`src/fccd_consts.svh`:
```
`ifndef FCCD_CONSTS_SVH
`define FCCD_CONSTS_SVH
// APB register byte offsets
`define FCCD_OFF_DATA 12'h000
`define FCCD_OFF_STAT 12'h004
`define FCCD_OFF_IMASK 12'h008
`define FCCD_OFF_ISTAT 12'h00C
`define FCCD_OFF_DSTAT 12'h010
`define FCCD_OFF_PINS 12'h014
// Opcodes
`define FCCD_OP_SPECIFY 8'h03
`define FCCD_OP_SENSE_DRV 8'h04
`define FCCD_OP_RECAL 8'h07
`define FCCD_OP_SENSE_INT 8'h08
`define FCCD_OP_DUMP 8'h0E
`define FCCD_OP_SEEK 8'h0F
`define FCCD_OP_VERSION 8'h10
`define FCCD_OP_PERP 8'h12
`define FCCD_OP_CONFIGURE 8'h13
`define FCCD_REL_MASK 8'hBF
`define FCCD_OP_REL 8'h8F
`define FCCD_LOCK_MASK 8'h7F
`define FCCD_OP_LOCK 8'h14
// Status byte zero values
`define FCCD_SBZ_INVALID 8'h80
`define FCCD_SBZ_SEEK_END 8'h20
`define FCCD_SBZ_NO_INT 8'h80
// Reset values, default step time, clock period and dump length
`define FCCD_CFG_RESET 8'h20
`define FCCD_PRECOMP_RESET 8'h00
`define FCCD_STEP_TIME_NS 3000
`define FCCD_CLK_NS 25
`define FCCD_DUMP_LEN 4'hA
// Interrupt status bits
`define FCCD_IRQ_SEEK 0
`define FCCD_IRQ_INVALID 1
`define FCCD_IRQ_RESULT 2
`endif

```
`src/fccd_pkg.sv`:
```
package fccd_pkg;
   typedef enum logic [1:0] {fccd_dir_out, fccd_dir_in, fccd_dir_idle} fccd_dir_e;
   typedef struct packed {
      logic [3:0] step_rate_time;
      logic [3:0] head_unload_time;
      logic [6:0] head_load_time;
      logic no_dma_select;
   } fccd_spec_s;
   typedef struct packed {
      logic lock;
      logic overwrite_enable;
      logic [3:0] perp_sel;
      logic gap;
      logic write_gate_timing;
      logic [7:0] cfg;
      logic [7:0] precomp_start_track;
   } fccd_set_s;
   typedef struct packed {
      logic step;
      logic dir_in;
      logic [1:0] drive;
      logic head;
   } fccd_head_s;
endpackage : fccd_pkg

```
`src/fccd_result_mem.sv`:
```
`timescale 1ns/10ps
module fccd_result_mem #(
   parameter int DEPTH = 16
) (
   // Clock
   input wire logic pclk,
   // Write side
   input wire logic wr_en,
   input wire logic [3:0] wr_addr,
   input wire logic [7:0] wr_data,
   // Read side
   input wire logic [3:0] rd_addr,
   output logic [7:0] rd_data
);
   logic [7:0] mem [DEPTH];
   if (DEPTH < 10 || DEPTH > 16)
   begin : g_bad_depth
      $error("fccd_result_mem depth out of range");
   end
   always_ff @(posedge pclk)
   begin
      if (wr_en)
      begin
         mem[wr_addr] <= wr_data;
      end
      rd_data <= mem[rd_addr];
   end
endmodule : fccd_result_mem

```
`src/fccd_stepper.sv`:
```
`timescale 1ns/10ps
module fccd_stepper #(
   parameter int STEP_CYCLES = 120
) (
   // Clock and reset
   input wire logic pclk,
   input wire logic presetn,
   // Request
   input wire logic start,
   input wire logic dir_in,
   input wire logic [7:0] count,
   input wire logic to_track0,
   input wire logic track0,
   // Status
   output logic busy,
   output logic step_pulse,
   output logic done
);
   logic [15:0] tmr_q, tmr_d;
   logic [7:0] left_q, left_d;
   logic busy_q, busy_d, zero_q, zero_d, pulse_d, done_d;
   if (STEP_CYCLES < 2 || STEP_CYCLES > 65535)
   begin : g_bad_step
      $error("fccd_stepper step cycles out of range");
   end
   always_comb
   begin
      tmr_d = tmr_q;
      left_d = left_q;
      busy_d = busy_q;
      zero_d = zero_q;
      pulse_d = 1'b0;
      done_d = 1'b0;
      if (start && !busy_q)
      begin
         busy_d = 1'b1;
         left_d = count;
         zero_d = to_track0;
         tmr_d = 16'h0000;
      end
      else if (busy_q)
      begin
         if (tmr_q != 16'h0000)
         begin
            tmr_d = tmr_q - 16'h0001;
         end
         else if ((zero_q && track0) || (!zero_q && left_q == 8'h00))
         begin
            busy_d = 1'b0;
            done_d = 1'b1;
         end
         else
         begin
            pulse_d = 1'b1;
            tmr_d = 16'(STEP_CYCLES - 1);
            if (!zero_q)
            begin
               left_d = left_q - 8'h01;
            end
         end
      end
   end
   always_ff @(posedge pclk or negedge presetn)
   begin
      if (!presetn)
      begin
         tmr_q <= 16'h0000;
         left_q <= 8'h00;
         busy_q <= 1'b0;
         zero_q <= 1'b0;
         step_pulse <= 1'b0;
         done <= 1'b0;
      end
      else
      begin
         tmr_q <= tmr_d;
         left_q <= left_d;
         busy_q <= busy_d;
         zero_q <= zero_d;
         step_pulse <= pulse_d;
         done <= done_d;
      end
   end
   assign busy = busy_q;
endmodule : fccd_stepper

```
`src/fccd_decoder.sv`:
```
`timescale 1ns/10ps
`include "fccd_consts.svh"
// Functional notes
// - Recalibrate (07h) plus a drive byte steps that drive outward until it reports cylinder 0.
// - Seek (0Fh) takes a drive/head byte then a target cylinder and moves the head there.
// - Relative seek (bit7 set, bit6 direction, low bits 001111) steps in or out by the third byte.
// - Dump (0Eh) queues ten result bytes: four present cylinders, timing, lock/perpendicular, config, precomp track.
// - Sense interrupt status (08h) first returns status byte zero of the finished positioning operation.
// - Sense interrupt status then returns the present cylinder of the drive that finished.
// - Sense drive status (04h) plus a drive/head byte returns one drive status byte.
module fccd_decoder #(
   parameter logic [7:0] VERSION_ID = 8'h5A, // Arbitrary value
   parameter int STEP_TIME_NS = `FCCD_STEP_TIME_NS
) (
   // APB
   input wire logic pclk,
   input wire logic presetn,
   input wire logic psel,
   input wire logic penable,
   input wire logic pwrite,
   input wire logic [11:0] paddr,
   input wire logic [31:0] pwdata,
   output logic [31:0] prdata,
   output logic pready,
   output logic pslverr,
   // Drive side
   input wire logic track0,
   input wire logic [7:0] drive_status_in,
   output fccd_pkg::fccd_head_s head_ctl,
   // Interrupt
   output logic irq
);
   localparam int STEP_CYCLES = (STEP_TIME_NS + `FCCD_CLK_NS - 1) / `FCCD_CLK_NS;
   typedef enum logic [2:0] {fccd_idle, fccd_params, fccd_exec, fccd_wait_step, fccd_result} fccd_state_e;

   fccd_state_e st_q, st_d;
   logic [7:0] op_q, op_d;
   logic [1:0] pidx_q, pidx_d;
   logic [7:0] sel_q, sel_d;
   logic [7:0] present_cylinder_q [4];
   logic [7:0] present_cylinder_d [4];
   logic [7:0] target_cylinder_q, target_cylinder_d;
   logic [7:0] status_byte_zero_q, status_byte_zero_d;
   logic [1:0] done_drive_q, done_drive_d;
   logic int_pend_q, int_pend_d;
   fccd_pkg::fccd_spec_s spec_q, spec_d;
   fccd_pkg::fccd_set_s set_q, set_d;
   logic [3:0] rlen_q, rlen_d, rptr_q, rptr_d, wptr_q, wptr_d;
   logic rvalid_q, rvalid_d;
   logic [2:0] imask_q, imask_d, istat_q, istat_d;
   logic [31:0] prdata_d;
   logic irq_d, pready_d, pslverr_d;
   fccd_pkg::fccd_head_s head_d;
   logic mem_we;
   logic [7:0] mem_wd, mem_rd;
   logic st_start, st_dir, st_zero, st_busy, st_pulse, st_done;
   logic [7:0] st_count;
   logic [2:0] ev;
   logic acc, wr, rd, data_wr, data_rd;
   logic [7:0] wbyte;
   logic [1:0] need;

   fccd_result_mem #(.DEPTH(16)) u_mem (
      .pclk(pclk),
      .wr_en(mem_we),
      .wr_addr(wptr_q),
      .wr_data(mem_wd),
      .rd_addr(rptr_d),
      .rd_data(mem_rd)
   );

   fccd_stepper #(.STEP_CYCLES(STEP_CYCLES)) u_step (
      .pclk(pclk),
      .presetn(presetn),
      .start(st_start),
      .dir_in(st_dir),
      .count(st_count),
      .to_track0(st_zero),
      .track0(track0),
      .busy(st_busy),
      .step_pulse(st_pulse),
      .done(st_done)
   );

   assign acc = psel && penable && !pready;
   assign wr = acc && pwrite;
   assign rd = acc && !pwrite;
   assign wbyte = pwdata[7:0];
   assign data_wr = wr && paddr == `FCCD_OFF_DATA;
   assign data_rd = rd && paddr == `FCCD_OFF_DATA;

   // Parameter bytes following each opcode
   always_comb
   begin
      case (op_q)
         `FCCD_OP_SPECIFY: need = 2'd2;
         `FCCD_OP_SENSE_DRV: need = 2'd1;
         `FCCD_OP_RECAL: need = 2'd1;
         `FCCD_OP_SEEK: need = 2'd2;
         `FCCD_OP_PERP: need = 2'd1;
         `FCCD_OP_CONFIGURE: need = 2'd3;
         default: need = ((op_q & `FCCD_REL_MASK) == `FCCD_OP_REL) ? 2'd2 : 2'd0;
      endcase
   end

   // Command sequencer
   always_comb
   begin
      st_d = st_q;
      op_d = op_q;
      pidx_d = pidx_q;
      sel_d = sel_q;
      present_cylinder_d = present_cylinder_q;
      target_cylinder_d = target_cylinder_q;
      status_byte_zero_d = status_byte_zero_q;
      done_drive_d = done_drive_q;
      int_pend_d = int_pend_q;
      spec_d = spec_q;
      set_d = set_q;
      rlen_d = rlen_q;
      rptr_d = rptr_q;
      wptr_d = wptr_q;
      rvalid_d = rvalid_q;
      mem_we = 1'b0;
      mem_wd = 8'h00;
      st_start = 1'b0;
      st_dir = 1'b0;
      st_zero = 1'b0;
      st_count = 8'h00;
      ev = 3'b000;
      head_d = '0;
      head_d.drive = sel_q[1:0];
      head_d.head = sel_q[2];
      head_d.dir_in = head_ctl.dir_in;
      case (st_q)
         fccd_idle:
         begin
            if (data_wr)
            begin
               op_d = wbyte;
               pidx_d = 2'd0;
               wptr_d = 4'h0;
               st_d = fccd_params;
            end
         end
         fccd_params:
         begin
            if (need == 2'd0 || pidx_q == need)
            begin
               st_d = fccd_exec;
            end
            else if (data_wr)
            begin
               pidx_d = pidx_q + 2'd1;
               case (op_q)
                  `FCCD_OP_SPECIFY:
                  begin
                     if (pidx_q == 2'd0)
                     begin
                        spec_d.step_rate_time = wbyte[7:4];
                        spec_d.head_unload_time = wbyte[3:0];
                     end
                     else
                     begin
                        spec_d.head_load_time = wbyte[7:1];
                        spec_d.no_dma_select = wbyte[0];
                     end
                  end
                  `FCCD_OP_PERP:
                  begin
                     set_d.overwrite_enable = wbyte[7];
                     if (wbyte[7])
                     begin
                        set_d.perp_sel = wbyte[5:2];
                     end
                     set_d.gap = wbyte[1];
                     set_d.write_gate_timing = wbyte[0];
                  end
                  `FCCD_OP_CONFIGURE:
                  begin
                     if (pidx_q == 2'd1)
                     begin
                        set_d.cfg = wbyte;
                     end
                     else if (pidx_q == 2'd2)
                     begin
                        set_d.precomp_start_track = wbyte;
                     end
                  end
                  default:
                  begin
                     if (pidx_q == 2'd0)
                     begin
                        sel_d = wbyte;
                     end
                     else
                     begin
                        target_cylinder_d = wbyte;
                     end
                  end
               endcase
            end
         end
         fccd_exec:
         begin
            st_d = fccd_result;
            rptr_d = 4'h0;
            rvalid_d = 1'b0;
            mem_we = 1'b1;
            rlen_d = 4'h1;
            wptr_d = wptr_q + 4'h1;
            case (op_q)
               `FCCD_OP_RECAL:
               begin
                  st_start = 1'b1;
                  st_zero = 1'b1;
                  head_d.dir_in = 1'b0;
                  mem_we = 1'b0;
                  st_d = fccd_wait_step;
               end
               `FCCD_OP_SEEK:
               begin
                  st_start = 1'b1;
                  st_dir = target_cylinder_q > present_cylinder_q[sel_q[1:0]];
                  head_d.dir_in = st_dir;
                  st_count = st_dir ? target_cylinder_q - present_cylinder_q[sel_q[1:0]]
                                    : present_cylinder_q[sel_q[1:0]] - target_cylinder_q;
                  mem_we = 1'b0;
                  st_d = fccd_wait_step;
               end
               `FCCD_OP_DUMP:
               begin
                  if (wptr_q < 4'h4)
                  begin
                     mem_wd = present_cylinder_q[wptr_q[1:0]];
                  end
                  else
                  begin
                     case (wptr_q)
                        4'h4: mem_wd = {spec_q.step_rate_time, spec_q.head_unload_time};
                        4'h5: mem_wd = {spec_q.head_load_time, spec_q.no_dma_select};
                        4'h6: mem_wd = 8'h00;
                        4'h7: mem_wd = {set_q.lock, 1'b0, set_q.perp_sel, set_q.gap, set_q.write_gate_timing};
                        4'h8: mem_wd = set_q.cfg;
                        default: mem_wd = set_q.precomp_start_track;
                     endcase
                  end
                  rlen_d = `FCCD_DUMP_LEN;
                  if (wptr_q != `FCCD_DUMP_LEN - 4'h1)
                  begin
                     st_d = fccd_exec;
                  end
               end
               `FCCD_OP_SENSE_INT:
               begin
                  mem_wd = int_pend_q ? status_byte_zero_q : `FCCD_SBZ_NO_INT;
                  if (int_pend_q)
                  begin
                     rlen_d = 4'h2;
                     if (wptr_q == 4'h0)
                     begin
                        st_d = fccd_exec;
                     end
                     else
                     begin
                        mem_wd = present_cylinder_q[done_drive_q];
                        int_pend_d = 1'b0;
                     end
                  end
               end
               `FCCD_OP_SENSE_DRV:
               begin
                  mem_wd = {drive_status_in[7:5], track0, drive_status_in[3], sel_q[2:0]};
               end
               `FCCD_OP_VERSION:
               begin
                  mem_wd = VERSION_ID;
               end
               `FCCD_OP_SPECIFY, `FCCD_OP_PERP, `FCCD_OP_CONFIGURE:
               begin
                  mem_we = 1'b0;
                  st_d = fccd_idle;
               end
               default:
               begin
                  if ((op_q & `FCCD_REL_MASK) == `FCCD_OP_REL)
                  begin
                     st_start = 1'b1;
                     st_dir = op_q[6];
                     head_d.dir_in = op_q[6];
                     st_count = target_cylinder_q;
                     mem_we = 1'b0;
                     st_d = fccd_wait_step;
                  end
                  else if ((op_q & `FCCD_LOCK_MASK) == `FCCD_OP_LOCK)
                  begin
                     set_d.lock = op_q[7];
                     mem_wd = {3'b000, op_q[7], 4'h0};
                  end
                  else
                  begin
                     mem_wd = `FCCD_SBZ_INVALID;
                     ev[`FCCD_IRQ_INVALID] = 1'b1;
                  end
               end
            endcase
         end
         fccd_wait_step:
         begin
            head_d.step = st_pulse;
            if (st_pulse)
            begin
               if (op_q == `FCCD_OP_RECAL)
               begin
                  present_cylinder_d[sel_q[1:0]] = present_cylinder_q[sel_q[1:0]] - 8'h01;
               end
               else if (head_ctl.dir_in)
               begin
                  present_cylinder_d[sel_q[1:0]] = present_cylinder_q[sel_q[1:0]] + 8'h01;
               end
               else
               begin
                  present_cylinder_d[sel_q[1:0]] = present_cylinder_q[sel_q[1:0]] - 8'h01;
               end
            end
            if (st_done)
            begin
               if (op_q == `FCCD_OP_RECAL)
               begin
                  present_cylinder_d[sel_q[1:0]] = 8'h00;
               end
               status_byte_zero_d = `FCCD_SBZ_SEEK_END | {5'h00, sel_q[2:0]};
               done_drive_d = sel_q[1:0];
               int_pend_d = 1'b1;
               ev[`FCCD_IRQ_SEEK] = 1'b1;
               st_d = fccd_idle;
            end
         end
         fccd_result:
         begin
            if (!rvalid_q)
            begin
               rvalid_d = 1'b1;
               ev[`FCCD_IRQ_RESULT] = 1'b1;
            end
            else if (data_rd)
            begin
               rptr_d = rptr_q + 4'h1;
               if (rptr_q == rlen_q - 4'h1)
               begin
                  rvalid_d = 1'b0;
                  st_d = fccd_idle;
               end
            end
         end
         default:
         begin
            st_d = fccd_idle;
         end
      endcase
   end

   // Register bus and interrupt status
   always_comb
   begin
      imask_d = imask_q;
      istat_d = istat_q;
      prdata_d = prdata;
      pready_d = acc;
      pslverr_d = 1'b0;
      if (wr && paddr == `FCCD_OFF_IMASK)
      begin
         imask_d = pwdata[2:0];
      end
      if (rd)
      begin
         case (paddr)
            `FCCD_OFF_DATA: prdata_d = {24'h0, (st_q == fccd_result && rvalid_q) ? mem_rd : 8'h00};
            `FCCD_OFF_STAT: prdata_d = {27'h0, st_busy, st_q == fccd_result && rvalid_q,
                                        st_q == fccd_idle, int_pend_q, st_q != fccd_idle};
            `FCCD_OFF_IMASK: prdata_d = {29'h0, imask_q};
            `FCCD_OFF_ISTAT:
            begin
               prdata_d = {29'h0, istat_q};
               istat_d = 3'b000;
            end
            `FCCD_OFF_DSTAT: prdata_d = {8'h00, set_q.precomp_start_track, set_q.cfg,
                                         spec_q.step_rate_time, spec_q.head_unload_time};
            `FCCD_OFF_PINS: prdata_d = {24'h0, present_cylinder_q[sel_q[1:0]]};
            default:
            begin
               prdata_d = 32'h0;
               pslverr_d = 1'b1;
            end
         endcase
      end
      else if (wr && !(paddr == `FCCD_OFF_DATA || paddr == `FCCD_OFF_IMASK))
      begin
         pslverr_d = 1'b1;
      end
      istat_d = istat_d | ev;
      irq_d = |(istat_d & imask_d);
   end

   always_ff @(posedge pclk or negedge presetn)
   begin
      if (!presetn)
      begin
         st_q <= fccd_idle;
         op_q <= 8'h00;
         pidx_q <= 2'd0;
         sel_q <= 8'h00;
         for (int i = 0; i < 4; i++)
         begin
            present_cylinder_q[i] <= 8'h00;
         end
         target_cylinder_q <= 8'h00;
         status_byte_zero_q <= 8'h00;
         done_drive_q <= 2'd0;
         int_pend_q <= 1'b0;
         spec_q <= '0;
         set_q <= '{lock: 1'b0, overwrite_enable: 1'b0, perp_sel: 4'h0, gap: 1'b0, write_gate_timing: 1'b0,
                    cfg: `FCCD_CFG_RESET, precomp_start_track: `FCCD_PRECOMP_RESET};
         rlen_q <= 4'h0;
         rptr_q <= 4'h0;
         wptr_q <= 4'h0;
         rvalid_q <= 1'b0;
         imask_q <= 3'b000;
         istat_q <= 3'b000;
         prdata <= 32'h0;
         pready <= 1'b0;
         pslverr <= 1'b0;
         irq <= 1'b0;
         head_ctl <= '0;
      end
      else
      begin
         st_q <= st_d;
         op_q <= op_d;
         pidx_q <= pidx_d;
         sel_q <= sel_d;
         present_cylinder_q <= present_cylinder_d;
         target_cylinder_q <= target_cylinder_d;
         status_byte_zero_q <= status_byte_zero_d;
         done_drive_q <= done_drive_d;
         int_pend_q <= int_pend_d;
         spec_q <= spec_d;
         set_q <= set_d;
         rlen_q <= rlen_d;
         rptr_q <= rptr_d;
         wptr_q <= wptr_d;
         rvalid_q <= rvalid_d;
         imask_q <= imask_d;
         istat_q <= istat_d;
         prdata <= prdata_d;
         pready <= pready_d;
         pslverr <= pslverr_d;
         irq <= irq_d;
         head_ctl <= head_d;
      end
   end
endmodule : fccd_decoder

```
`config.mk`:
```
export PLATFORM = sky130hd
export DESIGN_NAME = fccd_decoder
export DESIGN_NICKNAME = d
export VERILOG_FILES = /design/src/fccd_pkg.sv /design/src/fccd_result_mem.sv /design/src/fccd_stepper.sv /design/src/fccd_decoder.sv
export VERILOG_INCLUDE_DIRS = /design/src
export SDC_FILE = /design/constraint.sdc
export NUM_CORES = 1
export LEC_CHECK = 0
export BUFFER_PORTS_ARGS = -buffer_cell sky130_fd_sc_hd__buf_2
export CAP_MARGIN = 20
export CORE_ASPECT_RATIO = 0.5
export CORE_MARGIN = 5
export CORE_UTILIZATION = 50
export CTS_CLUSTER_DIAMETER = 120
export DETAILED_ROUTE_END_ITERATION = 16
export PLACE_DENSITY = 0.69
export SYNTH_ARGS = -nofsm -noshare
export SYNTH_HDL_FRONTEND = slang
export SYNTH_SLANG_ARGS = --single-unit
```
`constraint.sdc`:
```
create_clock -name pclk -period 5.48 [get_ports pclk]
set_clock_uncertainty 0.15 [all_clocks]
set_input_delay 0.822 -clock pclk [delete_from_list [all_inputs] [get_ports pclk]]
set_output_delay 0.822 -clock pclk [all_outputs]
set_load 0.01 [all_outputs]
```
==> metrics.yaml, run 1 <==
status:
  outcome: "finished clean"
clock_tree:
  numCtsBuffers: 28
  cts_hold_buf: 0
  tritoncts: "built"
  clock-sinks: 314
  cts_buffer_depth: 3
  cts-root-buf: "clkbuf_16"
  clock_latency_ps: 570
  clk_pin_slew_ps: 70
  cts.htree.levels: 1
  cts_setup_buffers: 0
  ctsResizeCount: 0
detailed_routing:
  drc: 0
  num_vias: 11205
  drt_iter0_drc: 1201
  via_per_inst: 6.23
  finalWirelength_mm: 41.1
  postRouteAntennaNets: 0
  first_pass_iters: 5
  wl_per_cell_um: 22.9
floorplan:
  die_y_um: 135
  ioPinCount: 98
  initial_core_util_pct: 51.2
  dieArea_um2: 35200
  placementRows: 45
  coreArea_um2: 30600
  fp.dieW_um: 260
placed_design:
  place.gp.congestion: 0.918
  placed_area_um2: 16300
  dp_hpwl_mm: 28.9
  place_ws_ps: 854
  port_buffers: 61
grt:
  grt_overflow_total: 0
  grt_pass1_vias: 10775
  grt_pass1_wl_mm: 62.7
  grt_max_degree: 100
  antenna_found_initial: 3
  grt.total_usage_pct: 22.8
synthesis:
  yosys.area_share.simple_pct: 12.8
  yosys.area_share.adder_pct: 2.65
  synth-compound-area-share_pct: 12.9
  synth_area_leaders: "dfrtp_1, edfxtp_1, mux4_2"
  synthArstFlopShare_pct: 56.7
  synth_top_area_share_pct: 28.2
  ys_top_cells_by_count: "dfrtp_1, nand2_1, edfxtp_1, mux2_2"
  ys_types: 88
  synth_ff_type: "dfrtp_1"
  ys_seq_area_share_pct: 53.9
  synth_xor_xnor_area_share_pct: 1.62
  synth_largest_area_cell: "dfrtp_1"
  syn_inst: 1319
  ys_ff_latch: 314
  avgSynthCellArea_um2: 11.9
  syn_area_um2: 15700
  synth_edf_count: 128
  synth_top_family_by_area: "compound AO/OA/AOI/OAI gates"
  muxShareOfSynthArea_pct: 12.4
  post-synth-top-count-cell: "dfrtp_1"
  synth_warnings: 0
timing:
  period_share_pct: 82.0
  final.min_clock_period_ps: 4500
  worst_slack_ps: 984
  setup_viol: 0
  hold_viol: 0
  grt_setup_unrepaired: "false"
  fin_setup_tns_ps: 0
  max_freq_mhz: 222
  finalMaxSlewViolations: 0
  worst_pin_slew_ps: 1130
  slew-limit-headroom_pct: 24.4
flow_run:
  cap_violations: 0
critical_path:
  start_kind: "flip-flop"
  critPathArrivalTime_ps: 4830
  end_kind: "flip-flop"
  required_ps: 5810
  cp_max_fo: 19
  criticalPathCategory: "flip-flop to flip-flop"
final_layout:
  drive_gt1_share_pct: 18.8
  area_growth_pct: 9.72
  final_nets: 1444
  fin_area_um2: 17200
  antenna_cells: 0
pwr:
  max-vdd-ir-drop_mv: 0.223
  power_density_nw_per_um2: 317
  leakagePower_uw: 0.00687
worst_hold_path:
  hp-class: "input port to async pin"
[stage by stage]
stage / hold slack (ps) / instances / utilization, % / power (µW)
floorplan: 199 / 1326 / - / 3180
global placement: 303 / 1746 / 53.1 / 3410
detailed placement: 312 / 1746 / 53.1 / 3430
CTS: 154 / 1797 / 56.2 / 5470
global route: 179 / 1798 / 56.2 / 5660
finish: 118 / 1798 / 56.2 / 5460
[critical path, stage by stage, from the launching register on]
cell and delay (ps):
dfrtp_1 890, mux4_2 760, ha_1 560, nand3_1 200
a21oi_1 210, o22a_1 410, mux2_2 400, o31a_1 270
or3_2 420, a22oi_1 140
[final timing paths]
check / end / slack [ps] / depth (start not counted) / from
max: u_step.left_q[6] / 980 / 9 / sel_q[0]
min: present_cylinder_q[10] / 120 / 1 / presetn
min reg2reg: prdata[0] / 320 / 1 / prdata[0]
max reg2reg: u_step.left_q[6] / 980 / 9 / sel_q[0]
max in group asynchronous: u_step.tmr_q[15] / 4060 / 2 / presetn
min in group pclk: prdata[0] / 320 / 1 / prdata[0]
[sequential cells by signal, summed over array words and instances, names as in the netlist, 4 cells and up]
| signal | flops |
|---|---|
| head_ctl | 5 |
| prdata | 24 |
| u_step.left_q | 8 |
| u_mem.mem | 128 |
| present_cylinder_q | 32 |
| u_mem.rd_data | 8 |
| op_q | 8 |
| spec_q | 16 |
| wptr_q | 4 |
| rptr_q | 4 |
| u_step.tmr_q | 16 |
| target_cylinder_q | 8 |
| set_q | 23 |
[power breakdown]
part	leakage (µW)	internal, µW	switching [µW]
sequential	0.00357	2540	92.6
combinational	0.00284	262	506
clock	0.000460	1150	907
[cell families (layout without fill, tap and decap cells)]
kind of cell	after synthesis	count (layout)
adders and majority gates	32	32
AOI/OAI and AO/OA	288	288
and+or+nand+nor	396	396
xor gates and xnor gates	29	29
muxes	135	135
DFF	314	314
other	1	8
buffers and inverters	124	173
[cells in the final DEF, fill, tap and decap left out, types with 9 or more instances in the layout]
master and instances:
a211oi_1 14, a21oi_1 66, a221oi_1 13, a222oi_1 15, a22o_1 39, a31oi_1 19
and2_1 23, and3_1 9, buf_2 60, buf_4 14, clkbuf_16 28, dfrtp_1 177
edfxtp_1 128, ha_1 30, inv_1 45, mux2_2 76, mux2i_1 19, mux4_2 39
nand2_1 141, nand2b_1 12, nand3_1 29, nand4_1 9, nor2_1 66, nor3_1 30
nor4_1 17, o21ai_0 43, xnor2_1 21
[metal layers]
layer	part of all wire, %	GRT usage, %
met5	0.10	0
met4	2.2	5.01
met3	8.4	5.53
met2	45	35.2
met1	44	33.2
[final cells by class]
class / count / area [µm²]
Fill cell: 2556 / 13400
Sequential cell: 314 / 8460
Clock inverter: 11 / 143
Clock buffer: 40 / 796
Tap cell: 423 / 529
Multi-Input combinational cell: 888 / 6670
Timing Repair Buffer: 76 / 437
Inverter: 46 / 175
(Power assumes the default switching activity.)
==> run 2, diff against run 1 <==
ABC_AREA = 1   (was unset)
PLACE_DENSITY = 0.71   (was 0.69)
clock period = 4 ns   (was 5.48 ns; I/O delays follow)
==> run 2 against run 1 <==
Net effect:
- cell area increased by 9.4%
- utilization increased by 0.30 points
- flip-flop and latch count unchanged
- combinational power increased by 120%
- largest cell class unchanged
- routed wire length increased by 17%
- total power increased by 47%
- worst hold slack got worse by 21 ps
- clock power increased by 33%
- largest power group unchanged
==> metrics.yaml, run 2 <==
status:
  outcome: "finished clean"
floorplan:
  dieArea_um2: 38200  # +8.3%
  coreArea_um2: 33300  # +8.9%
  ioPinCount: 98  # unchanged
  placementRows: 47  # +4.4%
  die_y_um: 141  # +4.0%
  fp.dieW_um: 271  # +4.2%
  initial_core_util_pct: 51.2  # about the same
final_layout:
  register_area_um2: 8460  # unchanged
  mostFrequentLayoutCells: "nand2_1, nand3_1, inv_1"
  nFillCells: 3022  # +18%
  reg_top3: "u_mem.mem x128, present_cylinder_q x32, prdata x24"
  regMostFlops: "u_mem.mem"
  antenna_cells: 0  # unchanged
  final_common_cell: "nand2_1"
  largest_register_ff_count: 128  # unchanged
  instances_no_fill: 2621  # +46%
  multi_input_area_um2: 7370  # +10%
  final_nets: 2248  # +56%
  drive_gt1_share_pct: 10.6  # -8.1 points
  area_growth_pct: 10.3
critical_path:
  end_kind: "flip-flop"
  start_kind: "flip-flop"
  criticalPathCategory: "flip-flop to flip-flop"
  critPathArrivalTime_ps: 3590  # -1240 ps
  required_ps: 4150  # -1660 ps
  cp_max_fo: 16  # -3
  ff2ff_setup_slack_ps: 570  # -420 ps
timing:
  final.min_clock_period_ps: 3430  # -1060 ps
  setup_viol: 0  # unchanged
  max_freq_mhz: 291  # +31%
  grt_setup_unrepaired: "false"
  finalMaxSlewViolations: 0  # unchanged
  hold_slack_ps: 97.3  # -20.7 ps
  fin_setup_tns_ps: 0  # unchanged
  slew-limit-headroom_pct: 34.0  # +9.6 points
  hold_viol: 0  # unchanged
  period_share_pct: 85.9  # +3.8 points
  worst_pin_slew_ps: 990  # -140 ps
synthesis:
  avgSynthCellArea_um2: 8.18  # -31%
  yosys.area_share.simple_pct: 27.2  # +14 points
  muxShareOfSynthArea_pct: 0.0660  # -12 points
  yosys.area_share.adder_pct: 2.43  # -0.22 points
  synth_edf_count: 128  # unchanged
  post-synth-top-count-cell: "nand2_1"
  synth_top_family_by_area: "simple AND/OR/NAND/NOR gates"
  ys_top_cells_by_count: "nand2_1, nand3_1, inv_1, dfrtp_1, o21ai_0"
  synth-compound-area-share_pct: 12.1  # -0.80 points
  synth_xor_xnor_area_share_pct: 1.12  # -0.50 points
  synth_top_area_share_pct: 25.9  # -2.3 points
  syn_area_um2: 17100  # +8.9%
  synth_warnings: 0  # unchanged
  synth_largest_area_cell: "dfrtp_1"
  ys_seq_area_share_pct: 49.5  # -4.4 points
  ys_types: 59  # -33%
  syn_inst: 2088  # +58%
  ys_ff_latch: 314  # unchanged
  synth_ff_type: "dfrtp_1"
  synth_area_leaders: "dfrtp_1, edfxtp_1, nand2_1"
  synthArstFlopShare_pct: 56.7  # unchanged
detailed_routing:
  wl_met3_mm: 4.15  # +21%
  postRouteAntennaNets: 0  # unchanged
  drc: 0  # unchanged
  finalWirelength_mm: 48.2  # +17%
  drt_iter0_drc: 1640  # +37%
  wl_per_cell_um: 18.4  # -20%
  wl_met1_mm: 21.4  # +18%
  first_pass_iters: 5  # unchanged
  num_vias: 14782  # +32%
  via_per_inst: 5.64  # -9.5%
  wl_met2_mm: 21.2  # +14%
  maxUsedRoutingLayer: "met4"
clock_tree:
  cts_buffer_depth: 3  # unchanged
  clock-sinks: 314  # unchanged
  numCtsBuffers: 29  # +3.6%
  clock_latency_ps: 600  # +30 ps
  cts.htree.levels: 1  # unchanged
  tritoncts: "built"
  cts-root-buf: "clkbuf_16"
  clk_pin_slew_ps: 70  # about the same
pwr:
  leakagePower_uw: 0.00850  # +24%
  power_density_nw_per_um2: 427  # +34%
  max-vdd-ir-drop_mv: 0.364  # +64%
grt:
  grt_pass1_wl_mm: 75.2  # +20%
  grt_pass1_vias: 13340  # +24%
  grt_max_degree: 113  # +13%
  grt_overflow_total: 0  # unchanged
  antenna_found_initial: 0  # -3
  grt.total_usage_pct: 24.6  # +1.8 points
placed_design:
  numPlacedInstances: 2567  # +47%
  place.gp.congestion: 0.957  # +4.3%
  dp_hpwl_mm: 34.3  # +19%
  port_buffers: 61  # unchanged
worst_hold_path:
  hp-class: "input port to flip-flop"
flow_run:
  cap_violations: 0  # unchanged
[run 2: cell count changes in the layout (fill, tap and decap cells not counted), sizes merged, moves of 24 or more]
cell,before,now
o21ai,44,210
nand2,141,544
a22o,39,0
inv,46,222
buf,76,109
a21oi,67,92
and2,24,0
nor2,67,155
mux4,39,0
nand3,29,272
mux2,77,1
[run 2: kinds of logic (layout without fill, tap and decap cells)]
family,after synthesis,in the layout
compound gates,374,374
xor+xnor,21,21
simple gates,1043,1043
buf+inv,302,387
other cells,1,8
flops,314,314
fa+ha+maj,32,32
mux,1,1
[run 2: where the power goes]
part / total (µW) / internal (µW) / switching (µW)
Combinational: 1710 / 489 / 1220
Clock: 2730 / 1470 / 1260
Sequential: 3600 / 3480 / 123
Total: 8040 / 5440 / 2600
[run 2: final timing paths]
kind | startpoint | end | depth (start not counted)
worst max-delay path | wptr_q[1] | u_mem.mem[9][7] | 12
worst min-delay path | pwdata[2] | set_q[2] | 3
worst max register to register | wptr_q[1] | u_mem.mem[9][7] | 12
worst min register to register | sel_q[2] | head_ctl[0] | 0
max in group asynchronous | presetn | pready | 3
min in group asynchronous | presetn | u_step.busy | 2
[run 2: area by class of cell]
cell class                      instances  area share (%)
Clock buffer                           45            4.33
Clock inverter                          8           0.452
Inverter                              223            4.44
Multi-Input combinational cell       1479            39.1
Sequential cell                       314            44.9
Tap cell                              441            2.93
Timing Repair Buffer                  111            3.81
[run 2: per-layer routing]
metal / GRT usage [%] / up-vias
met5: 0 / -
met1: 36.0 / 6987
met4: 6.70 / 0
met2: 38.3 / 559
met3: 4.26 / 86
li1: - / 7150
[run 2: metrics by stage]
stage | setup slack (ps) | area [µm²] | power [µW] | utilization [%]
2_1_floorplan | 1160 | 17100 | 4790 | -
3_3_place_gp | 695 | 17900 | 5310 | 53.8
3_5_place_dp | 659 | 17900 | 5340 | 53.8
4_1_cts | 611 | 18800 | 8050 | 56.5
5_1_grt | 376 | 18800 | 8410 | 56.5
6_report | 566 | 18800 | 8040 | 56.5
[run 2: repair_timing]
item,CTS,global route
endpoints found under the hold margin,1,0
hold buffers,1,0
resized for setup,0,0
setup buffers,0,0
[run 2: worst max-delay path, stage by stage (launching register included)]
cell and delay [ps]:
dfrtp_1 680, inv_1 300, ha_1 350, nand2_1 330
nand4_1 140, a21oi_1 130, buf_4 180, nand2_1 60
o2111ai_1 130, nand3_1 120, nand2_1 80, nand2_1 50
nand2_1 420
==> run 3, diff against run 2 <==
REMOVE_ABC_BUFFERS = 1   (was unset)
==> run 3 against run 2 <==
Net effect:
- register-to-register slack lost 140 ps
- final cell count is essentially flat
- global-route usage is 0.095 points higher
- first-iteration DRC count down 2.9%
- count of clock-buffer cells in the layout fell by 6
- flip-flop and latch count did not move
- critical endpoint is now u_step.left_q[3]
- largest power group unchanged
- highest routed layer unchanged
==> metrics.yaml, run 3 (synthesized netlist as in run 2, its figures left out) <==
critical_path:
  cp_cell_sequence: "inv_2 -> nor2_1 -> nand2_1 -> nand4_1 -> ha_1 -> inv_1 -> fa_1 -> nand2_1 -> nand2_1 -> nand2_1 -> nand3_1 -> nand2_1 -> inv_1 -> nand2_1 -> nand3_1 -> o21ai_0 -> nand3_1 -> nand2_1 -> nand2_1 -> o21ai_0"
  slowest_delay_ps: 560  # -120 ps
  path_buf_inv: 3  # +1
  crit_family: "simple AND/OR/NAND/NOR gates"
  r2r_cells: 20  # +8
  critPathArrivalTime_ps: 3930  # +340 ps
  crit_path_frequent_cell: "nand2_1"
  criticalPathCategory: "flip-flop to flip-flop"
  r2r-start: "sel_q[0]"
  reg2reg_to: "u_step.left_q[3]"
  cp.depth: 20  # +8
  endpoint: "u_step.left_q[3]"
  ff2ff_setup_slack_ps: 430  # -140 ps
  cp_max_fo: 19  # +3
  required_ps: 4360  # +210 ps
  start_kind: "flip-flop"
  critPathSlowestCell: "dfrtp_1"
  end_kind: "flip-flop"
  crit_path_start: "sel_q[0]"
detailed_routing:
  drt_iter0_drc: 1592  # -2.9%
  finalWirelength_mm: 48.0  # -0.42%
  num_vias: 14796  # +0.095%
  postRouteAntennaNets: 0  # unchanged
  drc: 0  # unchanged
  via_per_inst: 5.64  # about the same
  wl_per_cell_um: 18.3  # -0.50%
  first_pass_iters: 8  # +3
timing:
  grt_setup_unrepaired: "false"
  worst_pin_slew_ps: 887  # -103 ps
  hold_viol: 0  # unchanged
  final.min_clock_period_ps: 3570  # +138 ps
  worst_slack_ps: 428  # -138 ps
  setup_viol: 0  # unchanged
  slew-limit-headroom_pct: 40.6  # +6.6 points
  period_share_pct: 89.3  # +3.4 points
  finalMaxSlewViolations: 0  # unchanged
  max_freq_mhz: 280  # -3.9%
  fin_setup_tns_ps: 0  # unchanged
final_layout:
  reg_top3: "u_mem.mem x128, present_cylinder_q x32, prdata x24"
  multi_input_area_um2: 7370  # unchanged
  register_area_um2: 8460  # unchanged
  mostFrequentLayoutCells: "nand2_1, nand3_1, inv_1"
  final_nets: 2249  # +0.044%
  nFillCells: 3012  # -0.33%
  antenna_cells: 0  # unchanged
  regMostFlops: "u_mem.mem"
  drive_gt1_share_pct: 11.2  # +0.54 points
  largest_register_ff_count: 128  # unchanged
  area_growth_pct: 11.2
  final_common_cell: "nand2_1"
  fin_area_um2: 19000  # +0.77%
floorplan:
  initial_core_util_pct: 51.2  # unchanged
  die_y_um: 141  # unchanged
  ioPinCount: 98  # unchanged
  coreArea_um2: 33300  # unchanged
  dieArea_um2: 38200  # unchanged
  fp.dieW_um: 271  # unchanged
  placementRows: 47  # unchanged
clock_tree:
  cts-root-buf: "clkbuf_16"
  clock-sinks: 314  # unchanged
  tritoncts: "built"
  clk_pin_slew_ps: 70  # about the same
  numCtsBuffers: 29  # unchanged
  cts.htree.levels: 1  # unchanged
  clock_latency_ps: 590  # about the same
  cts_buffer_depth: 3  # unchanged
worst_hold_path:
  hp-class: "input port to flip-flop"
  hold_start: "penable"
pwr:
  max-vdd-ir-drop_mv: 0.388  # +6.4%
  leakagePower_uw: 0.00857  # +0.86%
  power_density_nw_per_um2: 442  # +3.6%
grt:
  antenna_found_initial: 0  # unchanged
  grt_pass1_wl_mm: 76.0  # +1.2%
  grt.total_usage_pct: 24.7  # +0.095 points
  grt_overflow_total: 0  # unchanged
  grt_max_degree: 76  # -33%
  grt_pass1_vias: 13669  # +2.5%
placed_design:
  port_buffers: 61  # unchanged
  placed_area_um2: 17900  # about the same
  dp_hpwl_mm: 34.3  # -0.20%
  place_ws_ps: 520  # -140 ps
  place.gp.congestion: 0.981  # +2.5%
status:
  outcome: "finished clean"
flow_run:
  cap_violations: 0  # unchanged
==> run 3: cell types whose count changed in the layout (fill, tap and decap cells not counted) <==
| cell | previous run | this run |
|---|---|---|
| buf_4 | 47 | 48 |
| bufinv_16 | 1 | 4 |
| clkbuf_1 | 13 | 3 |
| clkbuf_8 | 4 | 8 |
| clkinv_2 | 3 | 4 |
| clkinvlp_4 | 1 | 2 |
| inv_6 | 0 | 2 |
==> run 3: metrics by stage <==
stage	std cells	hold slack, ps	util [%]	total power, µW
final	2623	104	56.9	8390
after global routing	2623	96.1	56.9	8740
after CTS	2623	87.7	56.9	8400
after detailed placement	2568	290	53.8	5380
after global placement	2568	287	53.8	5360
after floorplan	2016	154	-	4690
==> run 3: cell type report <==
type,instances,share of cell area (%)
Timing Repair Buffer,112,3.82
Multi-Input combinational cell,1479,38.8
Tap cell,441,2.91
Inverter,223,4.41
Clock buffer,39,4.39
Clock inverter,15,1.08
Sequential cell,314,44.6
==> run 3: timing repair <==
action	CTS	global route
endpoints found under the hold margin	72	0
endpoints found under the setup margin	0	0
resized for setup	0	0
hold buffers	1	0
buffers inserted	0	0
==> run 3: worst min path at each step <==
| stage | end | cells after the start |
|---|---|---|
| floorplan | done_drive_q[0] | 0 |
| global placement | pready | 1 |
| detailed placement | pready | 1 |
| CTS | pready | 3 |
| global route | pready | 3 |
| finish | pready | 3 |
==> run 3: worst reg2reg max path, cell delays in order, from the launching register on <==
cell and delay, ps:
dfrtp_1 560, inv_2 230, nor2_1 290, nand2_1 140
nand4_1 200, ha_1 210, inv_1 70, fa_1 430
nand2_1 90, nand2_1 90, nand2_1 80, nand3_1 90
nand2_1 230, inv_1 170, nand2_1 90, nand3_1 50
o21ai_0 80, nand3_1 80, nand2_1 70, nand2_1 40
o21ai_0 60
==> run 3: metal layers <==
metal  share of wire, %  global-route usage (%)  vias to the layer above
li1                   -                       -                     7147
met1                 43                    35.6                     6957
met2                 45                    39.1                      601
met3                9.7                    4.67                       91
met4                2.9                    6.40                        0
met5                  0                       0                        -
==> run 3: where the power goes <==
part	switching [µW]	leakage [µW]	internal, µW	total [µW]
registers	132	0.00352	3480	3610
logic	1240	0.00455	514	1760
clock network	1290	0.000508	1730	3030
